[config.mk]
export PLATFORM = sky130hd
export DESIGN_NAME = gpioc_top
export DESIGN_NICKNAME = d
export VERILOG_FILES = /design/src/rtl/gpioc_pkg.sv /design/src/rtl/gpioc_bank_if.sv /design/src/rtl/gpioc_bank.sv /design/src/rtl/gpioc_top.sv
export VERILOG_INCLUDE_DIRS = /design/src /design/src/rtl
export SDC_FILE = /design/constraint.sdc
export NUM_CORES = 1
export LEC_CHECK = 0
export BUFFER_PORTS_ARGS = -buffer_cell sky130_fd_sc_hd__buf_2
export CAP_MARGIN = 20
export CORE_MARGIN = 1.5
export CORE_UTILIZATION = 35
export DETAILED_ROUTE_END_ITERATION = 16
export GPL_TIMING_DRIVEN = 0
export PLACE_DENSITY = 0.63
export SETUP_SLACK_MARGIN = 0.05
export SLEW_MARGIN = 20
export SYNTH_ARGS = -nofsm -noshare
export SYNTH_HDL_FRONTEND = slang
export SYNTH_HIERARCHICAL = 1
export SYNTH_SLANG_ARGS = --single-unit
[constraint.sdc]
create_clock -name clk_i -period 2.4 [get_ports clk_i]
set_input_delay 0.12 -clock clk_i [delete_from_list [all_inputs] [get_ports clk_i]]
set_output_delay 0.12 -clock clk_i [all_outputs]
set_load 0.02 [all_outputs]
[src/rtl/gpioc_map.svh]
`ifndef GPIOC_MAP_SVH
`define GPIOC_MAP_SVH

// ----------------------------------------------------------------
// Register indices (byte address is four times the index)
// ----------------------------------------------------------------
`define GPIOC_IDX_P5_LATCH   14'h0005
`define GPIOC_IDX_P7_LATCH   14'h0007
`define GPIOC_IDX_P8_LATCH   14'h0008
`define GPIOC_IDX_P5_READ    14'h0012
`define GPIOC_IDX_P7_READ    14'h0014
`define GPIOC_IDX_P8_READ    14'h0015
`define GPIOC_IDX_P5_DIR     14'h0F1F
`define GPIOC_IDX_P7_DIR     14'h0F21
`define GPIOC_IDX_P8_DIR     14'h0F22
`define GPIOC_IDX_P5_FSEL    14'h0F39
`define GPIOC_IDX_P7_FSEL    14'h0F3B
`define GPIOC_IDX_P8_FSEL    14'h0F3C

// ----------------------------------------------------------------
// Port widths, reset values, field masks
// ----------------------------------------------------------------
`define GPIOC_P5_W           8
`define GPIOC_P7_W           8
`define GPIOC_P8_W           5
`define GPIOC_RST_P5         8'h00
`define GPIOC_RST_P7         8'h00
`define GPIOC_RST_P8         5'h00
`define GPIOC_P5_ALT_MASK    8'h00
`define GPIOC_P7_ALT_MASK    8'h1F
`define GPIOC_P8_ALT_MASK    5'h03
`define GPIOC_P7_IRQ_LSB     5
`define GPIOC_P7_TMRA_LSB    2
`define GPIOC_P7_TMR_LSB     0
`define GPIOC_P7_DIV_BIT     4

`endif

[src/rtl/gpioc_pkg.sv]
package gpioc_pkg;

	// ------------------------------------------------------------
	// Register selector
	// ------------------------------------------------------------
	typedef enum logic [3:0] {
		GPIOC_REG_NONE    = 4'h0,
		GPIOC_REG_P5_LAT  = 4'h1,
		GPIOC_REG_P7_LAT  = 4'h2,
		GPIOC_REG_P8_LAT  = 4'h3,
		GPIOC_REG_P5_RD   = 4'h4,
		GPIOC_REG_P7_RD   = 4'h5,
		GPIOC_REG_P8_RD   = 4'h6,
		GPIOC_REG_P5_DIR  = 4'h7,
		GPIOC_REG_P7_DIR  = 4'h8,
		GPIOC_REG_P8_DIR  = 4'h9,
		GPIOC_REG_P5_FSEL = 4'hA,
		GPIOC_REG_P7_FSEL = 4'hB,
		GPIOC_REG_P8_FSEL = 4'hC
	} gpioc_reg_t;

	typedef logic [7:0]  gpioc_byte_t;
	typedef logic [13:0] gpioc_idx_t;

endpackage

[src/rtl/gpioc_bank_if.sv]
`timescale 1ns/1ps

// ----------------------------------------------------------------
// Control and pin bundle between register file and one port bank
// ----------------------------------------------------------------
interface gpioc_bank_if #(
	parameter int W = 8
);
	logic [W-1:0] latch;
	logic [W-1:0] dir;
	logic [W-1:0] fsel;
	logic [W-1:0] alt_out;
	logic [W-1:0] pin_in;
	logic [W-1:0] pin_out;
	logic [W-1:0] pin_oe_n;
	logic [W-1:0] read_val;
	logic [W-1:0] sec_in;

	modport ctrl (
		output latch,
		output dir,
		output fsel,
		output alt_out,
		output pin_in,
		input  pin_out,
		input  pin_oe_n,
		input  read_val,
		input  sec_in
	);

	modport bank (
		input  latch,
		input  dir,
		input  fsel,
		input  alt_out,
		input  pin_in,
		output pin_out,
		output pin_oe_n,
		output read_val,
		output sec_in
	);
endinterface

[src/rtl/gpioc_bank.sv]
`timescale 1ns/1ps

// ----------------------------------------------------------------
// One port: pin drive, output select and input gating
// ----------------------------------------------------------------
module gpioc_bank #(
	parameter int           W          = 8,
	parameter logic [W-1:0] ALT_MASK   = '0,
	parameter bit           FSEL_GATES = 1'b0
) (
	gpioc_bank_if.bank b
);

	logic [W-1:0] use_alt;
	logic [W-1:0] rd_gate;

	// Secondary output only where the pin has one and drives
	assign use_alt    = b.fsel & ALT_MASK & b.dir;
	assign b.pin_out  = (b.latch & ~use_alt) | (b.alt_out & use_alt);

	// Driver off in input mode so the outside level wins
	assign b.pin_oe_n = ~b.dir;

	// Function select blocks the read only on the analog port
	assign rd_gate    = FSEL_GATES ? b.fsel : '0;
	assign b.read_val = b.pin_in & ~b.dir & ~rd_gate;

	// Secondary inputs see the pin only in input mode
	assign b.sec_in   = b.pin_in & ~b.dir;

endmodule

[src/rtl/gpioc_top.sv]
//Contract
//- Port 5 has eight pins, direction per bit, each an analog channel.
//- Direction bit 0 is input, 1 output; all reset to input.
//- An output pin drives its latch bit level.
//- Port 5 latch is eight read/write bits, reset to zero.
//- Port 5 select bit 1 routes pin to analog channel; resets zero.
//- Port 5 read shows pin only when direction and select both zero.
//- Port 7 has eight pins, direction per bit, shared with peripherals.
//- Port 7 input bits feed interrupt and timer inputs; bit 4 none.
//- Port 7 output with select set carries divider, pulse or PWM output.
//- Port 7 select bits 4..0 read/write, bits 7..5 read zero.
//- Port 7 read shows pin when direction is zero, else zero.
//- Port 7 latch is eight read/write bits, reset to zero.
//- Port 8 has five pins, direction per bit, two shared with timers.
`timescale 1ns/1ps
`include "gpioc_map.svh"

module gpioc_top (
	input  wire logic                   clk_i,
	input  wire logic                   rst_i,
	input  wire logic                   ce_i,
	// Wishbone classic slave
	input  wire logic                   wb_cyc_i,
	input  wire logic                   wb_stb_i,
	input  wire logic                   wb_we_i,
	input  wire logic [15:0]            wb_adr_i,
	input  wire logic [3:0]             wb_sel_i,
	input  wire logic [31:0]            wb_dat_i,
	output logic      [31:0]            wb_dat_o,
	output logic                        wb_ack_o,
	// Port 5
	input  wire logic [`GPIOC_P5_W-1:0] p5_pin_i,
	output logic      [`GPIOC_P5_W-1:0] p5_pin_o,
	output logic      [`GPIOC_P5_W-1:0] p5_pin_oe_n_o,
	output logic      [`GPIOC_P5_W-1:0] analog_chan_sel_o,
	// Port 7
	input  wire logic [`GPIOC_P7_W-1:0] p7_pin_i,
	output logic      [`GPIOC_P7_W-1:0] p7_pin_o,
	output logic      [`GPIOC_P7_W-1:0] p7_pin_oe_n_o,
	output logic      [2:0]             ext_irq_in_o,
	output logic      [1:0]             timer_a_in_o,
	// Port 8
	input  wire logic [`GPIOC_P8_W-1:0] p8_pin_i,
	output logic      [`GPIOC_P8_W-1:0] p8_pin_o,
	output logic      [`GPIOC_P8_W-1:0] p8_pin_oe_n_o,
	// Timer inputs, bits 1..0 from port 7, 3..2 from port 8
	output logic      [3:0]             timer_in_o,
	// Peripheral outputs to be routed out
	input  wire logic                   divider_output_i,
	input  wire logic [1:0]             pulse_gen_a_out_i,
	input  wire logic [3:0]             pulse_gen_out_i,
	input  wire logic [3:0]             width_mod_out_i,
	input  wire logic [3:0]             width_mod_sel_i
);

	// ------------------------------------------------------------
	// Declarations
	// ------------------------------------------------------------
	logic [`GPIOC_P5_W-1:0]  p5_latch_r;
	logic [`GPIOC_P5_W-1:0]  p5_dir_r;
	logic [`GPIOC_P5_W-1:0]  p5_fsel_r;
	logic [`GPIOC_P7_W-1:0]  p7_latch_r;
	logic [`GPIOC_P7_W-1:0]  p7_dir_r;
	logic [`GPIOC_P7_W-1:0]  p7_fsel_r;
	logic [`GPIOC_P8_W-1:0]  p8_latch_r;
	logic [`GPIOC_P8_W-1:0]  p8_dir_r;
	logic [`GPIOC_P8_W-1:0]  p8_fsel_r;
	logic                    ack_r;
	logic [31:0]             dat_r;
	logic [31:0]             dat_nxt;
	logic                    req;
	logic                    wr_en;
	logic [7:0]              wr_byte;
	gpioc_pkg::gpioc_idx_t   idx;
	gpioc_pkg::gpioc_reg_t   sel_reg;
	logic [3:0]              pwm_or_ppg;
	logic [`GPIOC_P7_W-1:0]  p7_alt;
	logic [`GPIOC_P8_W-1:0]  p8_alt;

	gpioc_bank_if #(.W(`GPIOC_P5_W)) p5_if ();
	gpioc_bank_if #(.W(`GPIOC_P7_W)) p7_if ();
	gpioc_bank_if #(.W(`GPIOC_P8_W)) p8_if ();

	// ------------------------------------------------------------
	// Bus request and address decode
	// ------------------------------------------------------------

	// Offsets are word indices, low two address bits ignored
	assign req     = wb_cyc_i & wb_stb_i;
	assign idx     = wb_adr_i[15:2];
	assign wr_byte = wb_dat_i[7:0];

	// Registers are at most eight bits wide, so only byte lane 0 reaches them;
	// a write with lane 0 off is still answered but stores nothing
	// Write lands on the edge the master sees ack; lane 0 only
	assign wr_en   = ce_i & req & wb_we_i & ack_r & wb_sel_i[0];

	// Index to register selector; anything else is unmapped
	always_comb begin
		case (idx)
			`GPIOC_IDX_P5_LATCH: sel_reg = gpioc_pkg::GPIOC_REG_P5_LAT;
			`GPIOC_IDX_P7_LATCH: sel_reg = gpioc_pkg::GPIOC_REG_P7_LAT;
			`GPIOC_IDX_P8_LATCH: sel_reg = gpioc_pkg::GPIOC_REG_P8_LAT;
			`GPIOC_IDX_P5_READ:  sel_reg = gpioc_pkg::GPIOC_REG_P5_RD;
			`GPIOC_IDX_P7_READ:  sel_reg = gpioc_pkg::GPIOC_REG_P7_RD;
			`GPIOC_IDX_P8_READ:  sel_reg = gpioc_pkg::GPIOC_REG_P8_RD;
			`GPIOC_IDX_P5_DIR:   sel_reg = gpioc_pkg::GPIOC_REG_P5_DIR;
			`GPIOC_IDX_P7_DIR:   sel_reg = gpioc_pkg::GPIOC_REG_P7_DIR;
			`GPIOC_IDX_P8_DIR:   sel_reg = gpioc_pkg::GPIOC_REG_P8_DIR;
			`GPIOC_IDX_P5_FSEL:  sel_reg = gpioc_pkg::GPIOC_REG_P5_FSEL;
			`GPIOC_IDX_P7_FSEL:  sel_reg = gpioc_pkg::GPIOC_REG_P7_FSEL;
			`GPIOC_IDX_P8_FSEL:  sel_reg = gpioc_pkg::GPIOC_REG_P8_FSEL;
			default:             sel_reg = gpioc_pkg::GPIOC_REG_NONE;
		endcase
	end

	// ------------------------------------------------------------
	// Bus handshake
	// ------------------------------------------------------------

	// Low ce_i stalls the answer; the request is taken once it rises
	// A strobe held through ack is taken again, so ack toggles
	// Ack one cycle after the request, dropped the cycle after
	always_ff @(posedge clk_i) begin
		if (rst_i) begin
			ack_r <= 1'b0;
		end else if (ce_i) begin
			ack_r <= req & ~ack_r;
		end
	end

	assign wb_ack_o = ack_r;

	// Read mux; narrow registers zero-extend, unmapped reads zero
	always_comb begin
		dat_nxt = 32'h0000_0000;
		unique case (sel_reg)
			gpioc_pkg::GPIOC_REG_P5_LAT:  dat_nxt[7:0] = p5_latch_r;
			gpioc_pkg::GPIOC_REG_P7_LAT:  dat_nxt[7:0] = p7_latch_r;
			gpioc_pkg::GPIOC_REG_P8_LAT:  dat_nxt[4:0] = p8_latch_r;
			gpioc_pkg::GPIOC_REG_P5_RD:   dat_nxt[7:0] = p5_if.read_val;
			gpioc_pkg::GPIOC_REG_P7_RD:   dat_nxt[7:0] = p7_if.read_val;
			gpioc_pkg::GPIOC_REG_P8_RD:   dat_nxt[4:0] = p8_if.read_val;
			gpioc_pkg::GPIOC_REG_P5_DIR:  dat_nxt[7:0] = p5_dir_r;
			gpioc_pkg::GPIOC_REG_P7_DIR:  dat_nxt[7:0] = p7_dir_r;
			gpioc_pkg::GPIOC_REG_P8_DIR:  dat_nxt[4:0] = p8_dir_r;
			gpioc_pkg::GPIOC_REG_P5_FSEL: dat_nxt[7:0] = p5_fsel_r;
			gpioc_pkg::GPIOC_REG_P7_FSEL: dat_nxt[7:0] = p7_fsel_r;
			gpioc_pkg::GPIOC_REG_P8_FSEL: dat_nxt[4:0] = p8_fsel_r;
			gpioc_pkg::GPIOC_REG_NONE:    dat_nxt      = 32'h0000_0000;
		endcase
	end

	// No synchroniser: pins are taken as synchronous to clk_i
	// Pin level is sampled on the edge that raises ack
	always_ff @(posedge clk_i) begin
		if (rst_i) begin
			dat_r <= 32'h0000_0000;
		end else if (ce_i && req && !ack_r) begin
			dat_r <= dat_nxt;
		end
	end

	assign wb_dat_o = dat_r;

	// ------------------------------------------------------------
	// Port 5 registers
	// ------------------------------------------------------------

	// Output latch
	always_ff @(posedge clk_i) begin
		if (rst_i) begin
			p5_latch_r <= `GPIOC_RST_P5;
		end else if (wr_en && sel_reg == gpioc_pkg::GPIOC_REG_P5_LAT) begin
			p5_latch_r <= wr_byte;
		end
	end

	// Direction, one bit per pin
	always_ff @(posedge clk_i) begin
		if (rst_i) begin
			p5_dir_r <= `GPIOC_RST_P5;
		end else if (wr_en && sel_reg == gpioc_pkg::GPIOC_REG_P5_DIR) begin
			p5_dir_r <= wr_byte;
		end
	end

	// Function select, analog routing
	always_ff @(posedge clk_i) begin
		if (rst_i) begin
			p5_fsel_r <= `GPIOC_RST_P5;
		end else if (wr_en && sel_reg == gpioc_pkg::GPIOC_REG_P5_FSEL) begin
			p5_fsel_r <= wr_byte;
		end
	end

	// ------------------------------------------------------------
	// Port 7 registers
	// ------------------------------------------------------------

	// Output latch
	always_ff @(posedge clk_i) begin
		if (rst_i) begin
			p7_latch_r <= `GPIOC_RST_P7;
		end else if (wr_en && sel_reg == gpioc_pkg::GPIOC_REG_P7_LAT) begin
			p7_latch_r <= wr_byte;
		end
	end

	// Direction, one bit per pin
	always_ff @(posedge clk_i) begin
		if (rst_i) begin
			p7_dir_r <= `GPIOC_RST_P7;
		end else if (wr_en && sel_reg == gpioc_pkg::GPIOC_REG_P7_DIR) begin
			p7_dir_r <= wr_byte;
		end
	end

	// Function select; upper bits hold zero, writes there dropped
	always_ff @(posedge clk_i) begin
		if (rst_i) begin
			p7_fsel_r <= `GPIOC_RST_P7;
		end else if (wr_en && sel_reg == gpioc_pkg::GPIOC_REG_P7_FSEL) begin
			p7_fsel_r <= wr_byte & `GPIOC_P7_ALT_MASK;
		end
	end

	// ------------------------------------------------------------
	// Port 8 registers
	// ------------------------------------------------------------

	// Output latch
	always_ff @(posedge clk_i) begin
		if (rst_i) begin
			p8_latch_r <= `GPIOC_RST_P8;
		end else if (wr_en && sel_reg == gpioc_pkg::GPIOC_REG_P8_LAT) begin
			p8_latch_r <= wr_byte[`GPIOC_P8_W-1:0];
		end
	end

	// Direction, one bit per pin
	always_ff @(posedge clk_i) begin
		if (rst_i) begin
			p8_dir_r <= `GPIOC_RST_P8;
		end else if (wr_en && sel_reg == gpioc_pkg::GPIOC_REG_P8_DIR) begin
			p8_dir_r <= wr_byte[`GPIOC_P8_W-1:0];
		end
	end

	// Function select, only the two timer pins implemented
	always_ff @(posedge clk_i) begin
		if (rst_i) begin
			p8_fsel_r <= `GPIOC_RST_P8;
		end else if (wr_en && sel_reg == gpioc_pkg::GPIOC_REG_P8_FSEL) begin
			p8_fsel_r <= wr_byte[`GPIOC_P8_W-1:0] & `GPIOC_P8_ALT_MASK;
		end
	end

	// ------------------------------------------------------------
	// Secondary output routing
	// ------------------------------------------------------------

	// Timer chooses pulse or width mode; width_mod_sel_i picks the output here per channel
	assign pwm_or_ppg = (width_mod_out_i & width_mod_sel_i)
	                  | (pulse_gen_out_i & ~width_mod_sel_i);

	// Port 7: bit 4 divider, bits 3..2 pulse A, bits 1..0 timer
	assign p7_alt = {3'h0, divider_output_i, pulse_gen_a_out_i, pwm_or_ppg[1:0]};

	// Port 8: bits 1..0 carry timer channels 2 and 3
	assign p8_alt = {3'h0, pwm_or_ppg[3:2]};

	// ------------------------------------------------------------
	// Bank connections
	// ------------------------------------------------------------
	// Port 5 has no secondary output; its alternate lane stays low
	assign p5_if.latch   = p5_latch_r;
	assign p5_if.dir     = p5_dir_r;
	assign p5_if.fsel    = p5_fsel_r;
	assign p5_if.alt_out = '0;
	assign p5_if.pin_in  = p5_pin_i;

	// Port 7 lower five pins can carry divider and timer outputs
	assign p7_if.latch   = p7_latch_r;
	assign p7_if.dir     = p7_dir_r;
	assign p7_if.fsel    = p7_fsel_r;
	assign p7_if.alt_out = p7_alt;
	assign p7_if.pin_in  = p7_pin_i;

	// Port 8 timer pins carry channels 2 and 3
	assign p8_if.latch   = p8_latch_r;
	assign p8_if.dir     = p8_dir_r;
	assign p8_if.fsel    = p8_fsel_r;
	assign p8_if.alt_out = p8_alt;
	assign p8_if.pin_in  = p8_pin_i;

	// Analog port: select bit also blocks the digital read
	gpioc_bank #(
		.W          (`GPIOC_P5_W),
		.ALT_MASK   (`GPIOC_P5_ALT_MASK),
		.FSEL_GATES (1'b1)
	) u_p5 (
		.b (p5_if.bank)
	);

	// Port 7 reads the pin in input mode whatever the select
	gpioc_bank #(
		.W          (`GPIOC_P7_W),
		.ALT_MASK   (`GPIOC_P7_ALT_MASK),
		.FSEL_GATES (1'b0)
	) u_p7 (
		.b (p7_if.bank)
	);

	// Port 8 read follows direction only, as on port 7
	gpioc_bank #(
		.W          (`GPIOC_P8_W),
		.ALT_MASK   (`GPIOC_P8_ALT_MASK),
		.FSEL_GATES (1'b0)
	) u_p8 (
		.b (p8_if.bank)
	);

	// ------------------------------------------------------------
	// Pins and secondary inputs
	// ------------------------------------------------------------
	// Enables are active low: a set direction bit pulls its enable down
	assign p5_pin_o      = p5_if.pin_out;
	assign p5_pin_oe_n_o = p5_if.pin_oe_n;
	assign p7_pin_o      = p7_if.pin_out;
	assign p7_pin_oe_n_o = p7_if.pin_oe_n;
	assign p8_pin_o      = p8_if.pin_out;
	assign p8_pin_oe_n_o = p8_if.pin_oe_n;

	// Pin n feeds analog channel n plus 8 when selected
	assign analog_chan_sel_o = p5_fsel_r;

	// Interrupt inputs 2..4 from bits 5..7; bit 4 feeds nothing
	assign ext_irq_in_o = p7_if.sec_in[`GPIOC_P7_IRQ_LSB +: 3];
	assign timer_a_in_o = p7_if.sec_in[`GPIOC_P7_TMRA_LSB +: 2];
	assign timer_in_o   = {p8_if.sec_in[1:0], p7_if.sec_in[`GPIOC_P7_TMR_LSB +: 2]};

endmodule

**Word-level counts from Yosys, hierarchy flattened**

Index checks and enable logic that the tools add are counted.

- Equality and inequality tests: 24
- Bitwise operators: 29
- Reductions and logical operators: 13
- Mux-type cells: 3

Operators by type and width:

| kind | count |
|---|---|
| $eq A14 B12 Y1 const B | 6 |
| $pmux W5 S13 | 1 |
| $pmux W4 S12 | 1 |
| $eq A14 B5 Y1 const B | 3 |
| $and A8 B8 Y8 | 4 |
| $not A8 Y8 | 4 |
| $eq A14 B3 Y1 const B | 2 |
| $pmux W3 S7 | 1 |
| $eq A4 B4 Y1 const B | 5 |
| $and A5 B8 Y8 | 2 |
| $eq A4 B3 Y1 const B | 4 |
| $eq A14 B4 Y1 const B | 1 |
| $logic_and A1 B1 Y1 | 11 |
| $and A2 B5 Y5 | 2 |
| $and A5 B5 Y5 | 2 |
| $not A5 Y5 | 2 |
| $and A4 B4 Y4 | 2 |
| $eq A4 B2 Y1 const B | 2 |
| $or A8 B8 Y8 | 1 |
| $and A1 B1 Y1 | 6 |
| $or A5 B5 Y5 | 1 |
| $eq A4 B1 Y1 const B | 1 |
| $logic_not A4 Y1 | 1 |
| $not A4 Y4 | 1 |
| other kinds (3) | 3 |

- Output and inout bits: 92
- Flip-flop bits (word level): 66

**Logic depth before layout (Yosys ltp)**

- Word-level depth: 6
- Gate-level depth with buffers: 8
- Gate-level depth less buffers: 7

**By module**

Netlist, hierarchy kept.

Modules (own cells, without submodules):

| module | area an instance (µm²) | cells an instance | sequential area each (µm²) | times used |
|---|---|---|---|---|
| gpioc_top | 3618.5 | 456 | 1321.3 | 1 |
| gpioc_bank at u_p7 | 269.0 | 37 | 0.0 | 1 |
| gpioc_bank at u_p5 | 240.2 | 32 | 0.0 | 1 |
| gpioc_bank at u_p8 | 152.6 | 22 | 0.0 | 1 |

**Worst setup path after synthesis**

OpenSTA, ideal clock, no wires.

- Path kind: flip-flop to flip-flop
- Start: reg ack_r (netlist: wb_ack_o)
- End: reg p5_fsel_r[7] (netlist: analog_chan_sel_o[7])
- Data arrival time: 1648 ps
- Cell stages (with the launch flop): 8
- Data required time: 2268 ps
- Period minus slack after synthesis: 1780 ps
- Slack: 620 ps
- Library setup time: 132 ps
- Cell sequence: dfxtp_1 nand3_1 nor2_1 clkbuf_1 clkbuf_1 nand2_1 nand2_1 a21oi_1

- Word-level cells in the longest chain between the ends: 3

RTL lines:

| item | RTL line | source |
|---|---|---|
| from (decl) | gpioc_top.sv:68 | `logic ack_r;` |
| from (signal assigned) | gpioc_top.sv:128 | `ack_r <= req & ~ack_r;` |
| $and A1 B1 Y1 (2 in a row) | gpioc_top.sv:96 | `assign wr_en = ce_i & req & wb_we_i & ack_r & wb_sel_i[0];` |
| $logic_and A1 B1 Y1 | gpioc_top.sv:192 | `end else if (wr_en && sel_reg == gpioc_pkg::GPIOC_REG_P5_FSEL) begin` |
| to (signal assigned) | gpioc_top.sv:191 | `` p5_fsel_r <= `GPIOC_RST_P5; `` |
| to (signal assigned) | gpioc_top.sv:193 | `p5_fsel_r <= wr_byte;` |
| to (decl) | gpioc_top.sv:61 | `` logic [`GPIOC_P5_W-1:0] p5_fsel_r; `` |

Every way passes these cells.
A chain may end at the register's enable or synchronous reset.

**Worst setup path after layout**

- Start: in wb_adr_i[3]
- End: reg p7_dir_r[4]

- Word-level cells in the longest chain between the ends: 4
- Elaborated cells on any way between the ends: 15
- Those cells by class: 13 x eq/ne; 1 x mux; 1 x reduce/logical

RTL lines:

| item | RTL line | source |
|---|---|---|
| from (decl) | gpioc_top.sv:26 | `input wire logic [15:0] wb_adr_i,` |
| $eq A14 B12 Y1 (tied with other cells) | gpioc_top.sv:100 | `case (idx)` |
| $pmux W4 S12 * | gpioc_top.sv:100 |  |
| $eq A4 B4 Y1 * | gpioc_top.sv:214 | `end else if (wr_en && sel_reg == gpioc_pkg::GPIOC_REG_P7_DIR) begin` |
| $logic_and A1 B1 Y1 * | gpioc_top.sv:214 |  |
| to (signal assigned) | gpioc_top.sv:213 | `` p7_dir_r <= `GPIOC_RST_P7; `` |
| to (signal assigned) | gpioc_top.sv:215 | `p7_dir_r <= wr_byte;` |
| to (decl) | gpioc_top.sv:63 | `` logic [`GPIOC_P7_W-1:0] p7_dir_r; `` |

Mark *: on every way between the ends. The rest lies on a longest branch, timed or not.

==> results.json <==
{
  "antenna_found_initial": 0,
  "grt_overflow_total": 0,
  "fin_ws_ns": 0.1993,
  "min_path_cells": 3,
  "dieHeight_um": 112.6,
  "area_growth_pct": 30.12,
  "numPortBuffers": 126,
  "min_period_ns": 2.201,
  "cts_tree": "built",
  "worstReg2RegStart": "wb_ack_o",
  "initial_core_util_pct": 36.32,
  "drc": 14,
  "grt_first_pass_wirelength_mm": 22.73,
  "row_count": 39,
  "io_pins": 186,
  "hold_ws_ns": 0.07717,
  "dr.pass1.iters": 14,
  "grt_use_met3_pct": 4.266,
  "drv_slew": 0,
  "root_buffer": "clkbuf_16",
  "vias_per_cell": 5.311,
  "tightest_slew_ns": 1.019,
  "numCtsBuffers": 9,
  "avgSynthCellArea_um2": 7.851,
  "crit_fanout": 10,
  "fin_area_um2": 5465,
  "fmax_ghz": 0.4544,
  "post-cts-setup-buffers": 0,
  "place_area_um2": 5096,
  "setup_viol": 0,
  "finalCritPeriodShare_pct": 91.70,
  "clkTransAtPathRegs_ns": 0.06,
  "cap_viol_max_count": 0,
  "violations": "DRC",
  "skew_ns": 0.005124,
  "fillCellCount": 1171,
  "grt.busiest_layer": "met2",
  "path_class": "primary input to register",
  "design.core.area_um2": 11560,
  "grt_max_degree": 13,
  "synth_warnings": 6,
  "netlist_area_um2": 4200,
  "rsz0062_at_grt": "no",
  "grtUsageMet1_pct": 29.58,
  "dp_slack_ns": -0.3218,
  "crit_path_start_kind": "primary input",
  "grt_pass1_vias": 4219,
  "place_hpwl_mm": 11.35,
  "drive_gt1_share_pct": 34.57,
  "startpoint": "wb_adr_i[3]",
  "n_antenna_cell": 0,
  "clockBufferDepth": 2,
  "endpoint_kind": "register",
  "power_density_nw_per_um2": 541.7,
  "gp_congestion": 0.9272,
  "power.leakage_nw": 2.327,
  "die_x_um": 112.6,
  "ir_drop_uv": 280.9,
  "slew-limit-headroom_pct": 31.09,
  "crit_end": "p7_dir_r[4]",
  "cp.required_ns": 2.58,
  "hp-class": "primary input to register",
  "reg2reg_to": "analog_chan_sel_o[7]",
  "htreeDepth": 3,
  "wire_per_inst_um": 17.58,
  "crit_arrival_ns": 2.38,
  "ant_nets": 0,
  "worstRegToRegCells": 7,
  "wirelength_mm": 14.82,
  "hold_violations": 0,
  "vias": 4477,
  "met2_usage_pct": 39.47,
  "die_area_um2": 12670,
  "r2r_slack_ns": 0.24,
  "fin_nets": 789,
  "fin_total_pwr_mw": 2.961,
  "cts.sinks": 66,
  "dr.first_iter.drc_count": 422,
  "status": "finished, violations left",
  "grt.total_usage_pct": 23.27,
  "clk_latency_ns": 0.33,
  "synthCells": 535
}
-- layout by cell type, fill, tap and decap left out, types with 9 or more instances in the layout --
master,instances
buf_4,47
a22oi_1,10
clkbuf_16,9
a21oi_1,44
dfxtp_1,66
nand3_1,35
nand2_1,96
conb_1,24
nor2_1,36
mux2i_1,16
inv_1,24
clkbuf_1,20
and3_1,9
buf_2,132
-- what timing repair did --
action / 4_1_cts / 5_1_grt
endpoints found under the setup margin: 8 / 23
gates resized for setup: 1 / 3
endpoints found under the hold margin: 0 / 0
hold buffers: 0 / 0
-- worst max-delay path, cell delays in order --
cell and delay (ns):
buf_2 0.12, buf_2 0.19, nor4b_1 0.59, and4_1 0.27, clkbuf_1 0.42, nand2_1 0.43, nand2_1 0.17, a21oi_1 0.08
-- layer usage --
metal | vias up | share of wire (%)
met5 | - | 0
met4 | 0 | 2.3
met3 | 26 | 9.5
met2 | 244 | 47
met1 | 2074 | 41
li1 | 2133 | -
-- layout make-up --
class | instances | area (µm²) | area share [%]
plain buffers | 76 | 478.0 | 8.745
clock buffers | 10 | 239.0 | 4.373
clock inverters | 6 | 113.9 | 2.083
inverters | 25 | 93.84 | 1.717
multi-input cells | 391 | 2410 | 44.09
flip-flops and latches | 66 | 1321 | 24.18
well taps | 143 | 178.9 | 3.274
repair buffers | 126 | 630.6 | 11.54
-- stage by stage --
step,setup TNS (ns),utilization (%),cells
after floorplan,0,-,558
after global placement,-3.588,44.07,827
after detailed placement,-3.464,44.07,827
after CTS,0,47.19,843
after global routing,0,47.26,843
final,0,47.26,843
-- how the worst min path moves through the flow --
stage | start | slack (ns) | end
6_report | wb_dat_i[6] | 0.08 | p7_dir_r[6]
5_1_grt | wb_dat_i[5] | 0.1 | p7_if.latch[5]
4_1_cts | wb_dat_i[6] | 0.07 | p7_dir_r[6]
3_5_place_dp | ce_i | 0.42 | wb_ack_o
3_3_place_gp | ce_i | 0.41 | wb_ack_o
2_1_floorplan | wb_dat_i[5] | 0.26 | analog_chan_sel_o[5]
-- sequential cells by signal, summed over array words and instances, names as in the netlist --
name	cells
analog_chan_sel_o	8
p5_dir_r	8
p5_if.latch	8
p7_dir_r	8
p7_fsel_r	5
p7_if.latch	8
p8_dir_r	5
p8_fsel_r	2
p8_if.latch	5
wb_ack_o	1
wb_dat_o	8
-- report_power, final --
part           internal (mW)  switching (mW)
Combinational          0.127           0.192
Sequential              1.10         0.00333
Clock                   1.04           0.494
Note: power is estimated with default switching activity, not from simulation.
